**src/gpio_map_pkg.sv**
```systemverilog
package gpio_map_pkg;
    // Register addresses
    localparam logic [7:0] PIN10_FUNC_ADDR = 8'hEA;
    localparam logic [7:0] PIN11_FUNC_ADDR = 8'hEB;
    localparam logic [7:0] SPUR_ADDR       = 8'hF7;
    // Reset values
    localparam logic [7:0] PIN_FUNC_RESET  = 8'h00;
    localparam logic [7:0] SPUR_RESET      = 8'h00;
    // Field layout of a pin-function register
    localparam int DIR_BIT     = 7;
    localparam int INDEX_MSB   = 6;
    localparam int INDEX_WIDTH = 7;
    localparam int TABLE_BITS  = 128;
    // Direction encodings
    localparam logic DIR_CONTROL = 1'b0;
    localparam logic DIR_STATUS  = 1'b1;
    // Reconfiguration time after a spur setting change
    localparam int CLK_MHZ         = 250;
    localparam int RECONFIG_MS     = 200;
    localparam int RECONFIG_CYCLES = RECONFIG_MS * 1000 * CLK_MHZ;
endpackage

```
**src/gpio_pin_map.sv**
```systemverilog
`timescale 1ns/1ps
// One general pin routed to one bit of the control or status table
module gpio_pin_map (
    input  wire logic         clk_i,
    input  wire logic         resetn_i,
    input  wire logic [7:0]   func_i,
    input  wire logic         pin_i,
    input  wire logic [127:0] status_table_i,
    output logic              pin_o,
    output logic              pin_oe_o,
    output logic              ctrl_valid_o,
    output logic [6:0]        ctrl_index_o,
    output logic              ctrl_level_o
);
    logic       sync_a;  // First stage, read only by sync_b
    logic       sync_b;
    logic       sync_c;
    logic       level;   // Accepted pin level
    logic       dir;
    logic [6:0] index;

    assign dir   = func_i[gpio_map_pkg::DIR_BIT];
    assign index = func_i[gpio_map_pkg::INDEX_MSB:0];

    // Three-stage synchroniser; change taken once stages two and three agree
    always_ff @(posedge clk_i) begin
        if (!resetn_i) begin
            sync_a <= 1'b0;
            sync_b <= 1'b0;
            sync_c <= 1'b0;
            level  <= 1'b0;
        end else begin
            sync_a <= pin_i;
            sync_b <= sync_a;
            sync_c <= sync_b;
            if (sync_b == sync_c) begin
                level <= sync_c;
            end
        end
    end

    // Pin drive and control contribution
    always_ff @(posedge clk_i) begin
        if (!resetn_i) begin
            pin_o        <= 1'b0;
            pin_oe_o     <= 1'b0;
            ctrl_valid_o <= 1'b0;
            ctrl_index_o <= 7'h00;
            ctrl_level_o <= 1'b0;
        end else begin
            pin_oe_o     <= (dir == gpio_map_pkg::DIR_STATUS);
            pin_o        <= status_table_i[index];
            ctrl_valid_o <= (dir == gpio_map_pkg::DIR_CONTROL)
                            && (func_i != gpio_map_pkg::PIN_FUNC_RESET);
            ctrl_index_o <= index;
            ctrl_level_o <= level;
        end
    end
endmodule

```
**src/gpio_table_mapping_regs.sv**
```systemverilog
`timescale 1ns/1ps
module gpio_table_mapping_regs (
    input  wire logic         clk_i,
    input  wire logic         resetn_i,
    // Register access port
    input  wire logic         reg_write_i,
    input  wire logic [7:0]   reg_addr_i,
    input  wire logic [7:0]   reg_wdata_i,
    output logic [7:0]        reg_rdata_o,
    output logic              reconfig_busy_o,
    // Pins
    input  wire logic         general_pin_ten_i,
    output logic              general_pin_ten_o,
    output logic              general_pin_ten_oe_o,
    input  wire logic         general_pin_eleven_i,
    output logic              general_pin_eleven_o,
    output logic              general_pin_eleven_oe_o,
    // Tables and spur setting
    input  wire logic [127:0] status_table_i,
    input  wire logic [127:0] control_table_i,
    output logic [127:0]      control_table_o,
    output logic [7:0]        spur_setting_o
);
    // Reconfiguration length in clock cycles
    localparam int RECONFIG_CYCLES = gpio_map_pkg::RECONFIG_CYCLES;

    logic [7:0]  pin10_function_select;   // Pin ten mapping
    logic [7:0]  pin11_function_select;   // Pin eleven mapping
    logic [7:0]  spur_reduction_setting;  // Spur reduction value
    logic [27:0] reconfig_count;          // Cycles left of reconfiguration
    logic        pin10_direction_choice;
    logic        pin11_direction_choice;
    logic        valid10;
    logic        valid11;
    logic [6:0]  index10;
    logic [6:0]  pin11_bit_index;
    logic        level10;
    logic        level11;

    assign pin10_direction_choice = pin10_function_select[gpio_map_pkg::DIR_BIT];
    assign pin11_direction_choice = pin11_function_select[gpio_map_pkg::DIR_BIT];

    // Register writes; ignored while reconfiguring
    // Writes in the busy period are dropped, not queued; the host
    // must wait the period out, so nothing is lost in normal use
    always_ff @(posedge clk_i) begin
        if (!resetn_i) begin
            pin10_function_select  <= gpio_map_pkg::PIN_FUNC_RESET;
            pin11_function_select  <= gpio_map_pkg::PIN_FUNC_RESET;
            spur_reduction_setting <= gpio_map_pkg::SPUR_RESET;
        end else if (reg_write_i && !reconfig_busy_o) begin
            unique case (reg_addr_i)
                gpio_map_pkg::PIN10_FUNC_ADDR: pin10_function_select  <= reg_wdata_i;
                gpio_map_pkg::PIN11_FUNC_ADDR: pin11_function_select  <= reg_wdata_i;
                gpio_map_pkg::SPUR_ADDR:       spur_reduction_setting <= reg_wdata_i;
                default: ;  // Unmapped address ignored
            endcase
        end
    end

    // Reconfiguration timer, started only by a real change
    // Rewriting the same value starts no busy period, so a host
    // that restores a setting loses no time
    always_ff @(posedge clk_i) begin
        if (!resetn_i) begin
            reconfig_count <= 28'h0000000;
        end else if (reg_write_i && !reconfig_busy_o
                     && reg_addr_i == gpio_map_pkg::SPUR_ADDR
                     && reg_wdata_i != spur_reduction_setting) begin
            reconfig_count <= 28'(RECONFIG_CYCLES);
        end else if (reconfig_count != 28'h0000000) begin
            reconfig_count <= reconfig_count - 28'h0000001;
        end
    end

    // busy while counting
    // Counter in flip-flops; busy is a combinational decode of it, not registered
    assign reconfig_busy_o = (reconfig_count != 28'h0000000);

    // Read data from flip-flops; unmapped reads as zero
    // Data follows the address one cycle later; this logic would
    // also answer in the busy period, though the host must not ask
    always_ff @(posedge clk_i) begin
        if (!resetn_i) begin
            reg_rdata_o <= 8'h00;
        end else begin
            unique case (reg_addr_i)
                gpio_map_pkg::PIN10_FUNC_ADDR: reg_rdata_o <= pin10_function_select;
                gpio_map_pkg::PIN11_FUNC_ADDR: reg_rdata_o <= pin11_function_select;
                gpio_map_pkg::SPUR_ADDR:       reg_rdata_o <= spur_reduction_setting;
                default:                       reg_rdata_o <= 8'h00;
            endcase
        end
    end

    // Spur value goes straight to the synthesizer logic
    assign spur_setting_o = spur_reduction_setting;

    // Pin ten mapping
    // pin ten through its mapper
    // Both mappers share the same status table input
    gpio_pin_map u_pin10 (
        .clk_i          (clk_i),
        .resetn_i       (resetn_i),
        .func_i         (pin10_function_select),
        .pin_i          (general_pin_ten_i),
        .status_table_i (status_table_i),
        .pin_o          (general_pin_ten_o),
        .pin_oe_o       (general_pin_ten_oe_o),
        .ctrl_valid_o   (valid10),
        .ctrl_index_o   (index10),
        .ctrl_level_o   (level10)
    );

    // Pin eleven mapping
    // pin eleven through its mapper
    gpio_pin_map u_pin11 (
        .clk_i          (clk_i),
        .resetn_i       (resetn_i),
        .func_i         (pin11_function_select),
        .pin_i          (general_pin_eleven_i),
        .status_table_i (status_table_i),
        .pin_o          (general_pin_eleven_o),
        .pin_oe_o       (general_pin_eleven_oe_o),
        .ctrl_valid_o   (valid11),
        .ctrl_index_o   (pin11_bit_index),
        .ctrl_level_o   (level11)
    );

    // Limitation: with 0x00 meaning unused, no pin feeds control bit 0;
    // status bit 0 stays reachable through 0x80
    // Overlay pin levels on the control table; pin eleven wins a shared bit
    always_comb begin
        control_table_o = control_table_i;
        if (valid10) begin
            control_table_o[index10] = level10;
        end
        // Pin eleven applied last, so it wins a shared index
        if (valid11) begin
            control_table_o[pin11_bit_index] = level11;
        end
    end

    // Assertions
    // Each property guards one rule; the tag sits on the label line
    a_reset_zero_regs: assert property (@(posedge clk_i)
        $rose(resetn_i) |-> pin10_function_select == 8'h00
            && pin11_function_select == 8'h00 && spur_reduction_setting == 8'h00)
        else $error("registers not zero after reset");

    a_spur_starts_busy: assert property (@(posedge clk_i) disable iff (!resetn_i)
        $past(resetn_i) && $changed(spur_reduction_setting) |-> reconfig_busy_o
            && reconfig_count == 28'(RECONFIG_CYCLES))
        else $error("spur change did not start reconfiguration");

    a_busy_blocks_writes: assert property (@(posedge clk_i) disable iff (!resetn_i)
        reconfig_busy_o |=> $stable(pin10_function_select)
            && $stable(pin11_function_select) && $stable(spur_reduction_setting))
        else $error("write accepted while reconfiguring");

    a_status_pin_drive: assert property (@(posedge clk_i) disable iff (!resetn_i)
        pin10_direction_choice && $stable(pin10_function_select)
            |=> general_pin_ten_oe_o)
        else $error("status pin ten not driven");

    a_control_pin_float: assert property (@(posedge clk_i) disable iff (!resetn_i)
        !pin11_direction_choice && $stable(pin11_function_select)
            |=> !general_pin_eleven_oe_o)
        else $error("control pin eleven driven");

    a_status_bit_out: assert property (@(posedge clk_i) disable iff (!resetn_i)
        pin10_direction_choice |=> general_pin_ten_o
            == $past(status_table_i[pin10_function_select[6:0]]))
        else $error("pin ten not following status bit");

    a_index_routed: assert property (@(posedge clk_i) disable iff (!resetn_i)
        $stable(pin11_function_select) |=> pin11_bit_index
            == $past(pin11_function_select[6:0]))
        else $error("pin eleven index wrong");

    a_control_bit_in: assert property (@(posedge clk_i) disable iff (!resetn_i)
        valid11 |-> control_table_o[pin11_bit_index] == level11)
        else $error("control bit not driven by pin eleven");

    a_busy_count_steps: assert property (@(posedge clk_i) disable iff (!resetn_i)
        reconfig_busy_o |=> reconfig_count == $past(reconfig_count) - 28'h0000001)
        else $error("reconfiguration counter skipped");

    a_busy_needs_change: assert property (@(posedge clk_i) disable iff (!resetn_i)
        $rose(reconfig_busy_o) |-> $changed(spur_reduction_setting))
        else $error("busy started without a spur change");

    a_unused_pin_idle: assert property (@(posedge clk_i) disable iff (!resetn_i)
        pin10_function_select == gpio_map_pkg::PIN_FUNC_RESET
            |=> !valid10 && !general_pin_ten_oe_o)
        else $error("unused pin ten still mapped");

    a_pin_eleven_status: assert property (@(posedge clk_i) disable iff (!resetn_i)
        pin11_direction_choice |=> general_pin_eleven_o
            == $past(status_table_i[pin11_function_select[6:0]]))
        else $error("pin eleven not following status bit");

    a_table_passthrough: assert property (@(posedge clk_i) disable iff (!resetn_i)
        !valid10 && !valid11 |-> control_table_o == control_table_i)
        else $error("control table changed with no control pin");
endmodule

```
**config.mk**
```make
export PLATFORM = sky130hd
export DESIGN_NAME = gpio_table_mapping_regs
export DESIGN_NICKNAME = d
export VERILOG_FILES = /design/src/gpio_map_pkg.sv /design/src/gpio_pin_map.sv /design/src/gpio_table_mapping_regs.sv
export SDC_FILE = /design/constraint.sdc
export NUM_CORES = 1
export LEC_CHECK = 0
export ABC_AREA = 1
export BUFFER_PORTS_ARGS = -buffer_cell sky130_fd_sc_hd__buf_2
export CAP_MARGIN = 20
export CORE_UTILIZATION = 36
export CTS_CLUSTER_SIZE = 25
export DETAILED_ROUTE_END_ITERATION = 12
export PLACE_DENSITY = 0.7
export SETUP_SLACK_MARGIN = 0.2
export SLEW_MARGIN = 15
export SYNTH_ARGS = -nofsm -noshare
export SYNTH_HDL_FRONTEND = slang
export SYNTH_HIERARCHICAL = 1
export SYNTH_SLANG_ARGS = --single-unit
```
**constraint.sdc**
```tcl
create_clock -name clk_i -period 2.4 [get_ports clk_i]
set_input_delay 0.12 -clock clk_i [delete_from_list [all_inputs] [get_ports clk_i]]
set_output_delay 0.12 -clock clk_i [all_outputs]
set_load 0.02 [all_outputs]
```
==> flow_summary.yaml <==
outcome:
  run_status: "completed"
logic_synthesis:
  syn_inst: 2126
  synth_fp_nets: 2404
  synth_warnings: 6
  synth-simple-area-share: 0.5127
  yosysUniqueCellTypes: 42
  ys_seq_area_frac: 0.1639
  synth_top_family_by_area: "simple AND/OR/NAND/NOR gates"
  synthMuxAreaShare: 0
  avgSynthCellArea_um2: 5.171
  synthFlopType: "dfxtp_1"
  synth-xor-area-share: 0.01115
  ys_ff_latch: 90
  synth-compound-area-share: 0.1659
  syn_area_mm2: 0.01099
  synth-edff-count: 0
  synthArstFlopShare: 0
  synthAdderAreaFrac: 0.001138
pwr:
  p_int_uw: 3592
  power_frac_seq: 0.283
  p_leak_uw: 0.007369
  p_sw_uw: 3007
  p_comb_frac: 0.497
  power_uw: 6599
  power_density_mw_per_mm2: 459.7
  irDropWorstVdd_mv: 0.4652
  p_sw_frac: 0.4556
  power_frac_clock: 0.220
route:
  ant_nets: 0
  viasPerCell: 5.610
  drc: 0
  vias: 16421
  routed_wl_um: 54960
  dr.pass1.iters: 6
  wl_per_cell_um: 18.78
  drt_iter0_markers: 1994
setup_path:
  rrSetupSlack_ns: 0.41
  crit_chain: "inv_2, nor4_4, buf_6, nand2_1, a31oi_1, buf_2"
  cp-end-kind: "output port"
  timing.rr.end: "pin10_function_select[1]"
  crit_family: "buffers and inverters"
  crit_end: "control_table_o[21]"
  r2r_cells: 11
  cp.required_ns: 2.28
  crit_type: "register to output port"
  cp.buffers_inverters: 3
  worst-path-stages: 6
  arrival_ns: 2.06
  worstReg2RegStart: "reconfig_count[0]"
  slowest_stage: "dfxtp_1"
  cp-start-kind: "register"
  max_stage_delay_ns: 0.36
  critPathMaxFanout: 12
  crit_path_start: "u_pin11/ctrl_valid_o"
die:
  start_util: 0.3680
  design.portCount: 426
  dieArea_mm2: 0.03124
  rows: 63
  die_width_um: 176.8
  die_h_um: 176.8
  core_mm2: 0.02987
grt:
  grt_most_used_layer: "met2"
  grtUsageMet1: 0.4239
  grt_overflow_total: 0
  first_global_vias: 14950
  grtUsageTotal: 0.3371
  antenna_found_initial: 8
  met2_usage: 0.5480
  grt_pass1_wl_um: 82590
  grt_use_met3: 0.05434
  grt_max_degree: 89
clocking:
  cts.sinks: 90
  cts_max_level: 3
  root_buffer: "clkbuf_16"
  path_clk_slew_ns: 0.07
  clk_path_buf_depth: 2
  clock_latency_ns: 0.36
  numCtsBuffers: 9
  cts_tree: "yes"
sta:
  fmax_mhz: 458.4
  slew_violations: 0
  finalHoldViolCount: 0
  fin_skew_ns: 0.01466
  finalSetupTns_ns: 0
  finalCriticalPeriod_ns: 2.182
  rsz0062_at_grt: "true"
  fin_crit_sh: 0.9090
  slew-limit-headroom: 0.4929
  worst_pin_slew_ns: 0.7606
  setup_viol: 0
placement:
  portBuffers: 425
  place.gp.congestion: 0.9966
  dpl.hpwl_um: 40220
cells_and_area:
  finalNetCount: 2803
  final_cell_mix: "655 x nand2_1, 423 x buf_2, 361 x nand3_1"
  n_fill_cell: 3268
  layout-drive-gt1-share: 0.2462
  final_common_cell: "nand2_1"
  syn2layout_area_growth_pct: 30.57
job:
  drv_cap: 0
min_path:
  hold_path.class: "input pin to register"
## cell type report
| class | count | area (µm²) | share of cell area |
|---|---|---|---|
| multi-input cells | 1654 | 7767 | 0.5411 |
| repair buffers | 509 | 2939 | 0.2047 |
| flip-flops and latches | 90 | 1823 | 0.1270 |
| inverters | 261 | 1021 | 0.07112 |
| well taps | 390 | 488.0 | 0.03399 |
| clock buffers | 9 | 225.2 | 0.01569 |
| clock inverters | 7 | 73.82 | 0.005143 |
| diodes | 7 | 17.52 | 0.001220 |
## cell usage after synthesis (all sizes together), types with 5 or more instances
| library cell | n | area (µm²) |
|---|---|---|
| a21oi | 62 | 310.3 |
| a31oi | 36 | 225.2 |
| buf | 80 | 460.4 |
| clkbuf | 41 | 153.9 |
| dfxtp | 90 | 1802 |
| inv | 257 | 967.2 |
| nand2 | 666 | 2507 |
| nand3 | 364 | 1844 |
| nand4 | 18 | 127.6 |
| nor2 | 237 | 955.9 |
| nor3 | 19 | 100.1 |
| nor4 | 5 | 76.32 |
| o211ai | 17 | 127.6 |
| o21ai | 158 | 790.8 |
| o221ai | 7 | 61.31 |
| o22ai | 29 | 181.4 |
| xnor2 | 7 | 61.31 |
| xor2 | 7 | 61.31 |
## timing repair
action	in CTS	in global routing
endpoints found under the hold margin	2	0
hold buffers	2	0
pin swaps	1	0
setup buffers	10	9
endpoints found under the setup margin	65	104
resized for setup	22	76
## power by group through the flow
stage	Clock (µW)	Sequential, µW	Combinational (µW)
floorplan	0	1850	2280
global placement	0	1890	3110
detailed placement	0	1900	3160
CTS	1490	1860	3250
global route	1550	1890	3700
finish	1450	1870	3280
## per-stage QoR
step                hold WS, ns  worst slack (ns)  utilization  cells  cell area (µm²)
floorplan                0.2176            0.6630            -   2126            10990
global placement         0.3071            0.3236       0.4537   2883            13560
detailed placement       0.3116            0.2932       0.4537   2883            13560
CTS                     0.05831            0.1781       0.4695   2911            14030
global route            0.07015            0.1268       0.4805   2927            14360
finish                  0.07097            0.2183       0.4805   2927            14360
## registers in the layout, indices dropped and copies added, names as in the netlist, 7 cells and up
| name | cells |
|---|---|
| reconfig_count | 28 |
| pin10_function_select | 8 |
| pin11_function_select | 8 |
| reg_rdata_o | 8 |
| spur_setting_o | 8 |
| u_pin10/ctrl_index_o | 7 |
| u_pin11/ctrl_index_o | 7 |
## worst register-to-register path, cell delays in order, from the launching register on
cell	delay [ns]
dfxtp_1	0.32
inv_1	0.09
ha_1	0.28
nand2_2	0.13
nor2_4	0.14
nand2_2	0.10
nor2_8	0.13
buf_4	0.22
nand3_2	0.24
nand2_1	0.14
nand2_1	0.06
nor2_1	0.09
## kinds of logic after synthesis
family	Yosys count
buffers and inverters	382
xor gates and xnor gates	14
adders and majority gates	1
and+or+nand+nor	1313
AOI/OAI and AO/OA	326
DFF	90
## routing by layer
metal / up-vias / part of all wire
met5: - / 0.00031
met4: 2 / 0.063
met3: 226 / 0.094
met2: 1074 / 0.45
met1: 7411 / 0.39
li1: 7708 / -
## worst min path at each step
stage,start,end,slack [ns],cells past startpoint
after detailed placement,general_pin_ten_i,u_pin10/sync_a,0.31,3
after global placement,general_pin_ten_i,u_pin10/sync_a,0.31,3
after CTS,reg_wdata_i[6],spur_setting_o[6],0.06,3
after global routing,reg_wdata_i[3],spur_setting_o[3],0.07,3
final,resetn_i,u_pin11/sync_b,0.07,3
after floorplan,general_pin_ten_i,u_pin10/sync_a,0.22,2
Note: power is estimated with default switching activity, not from simulation.
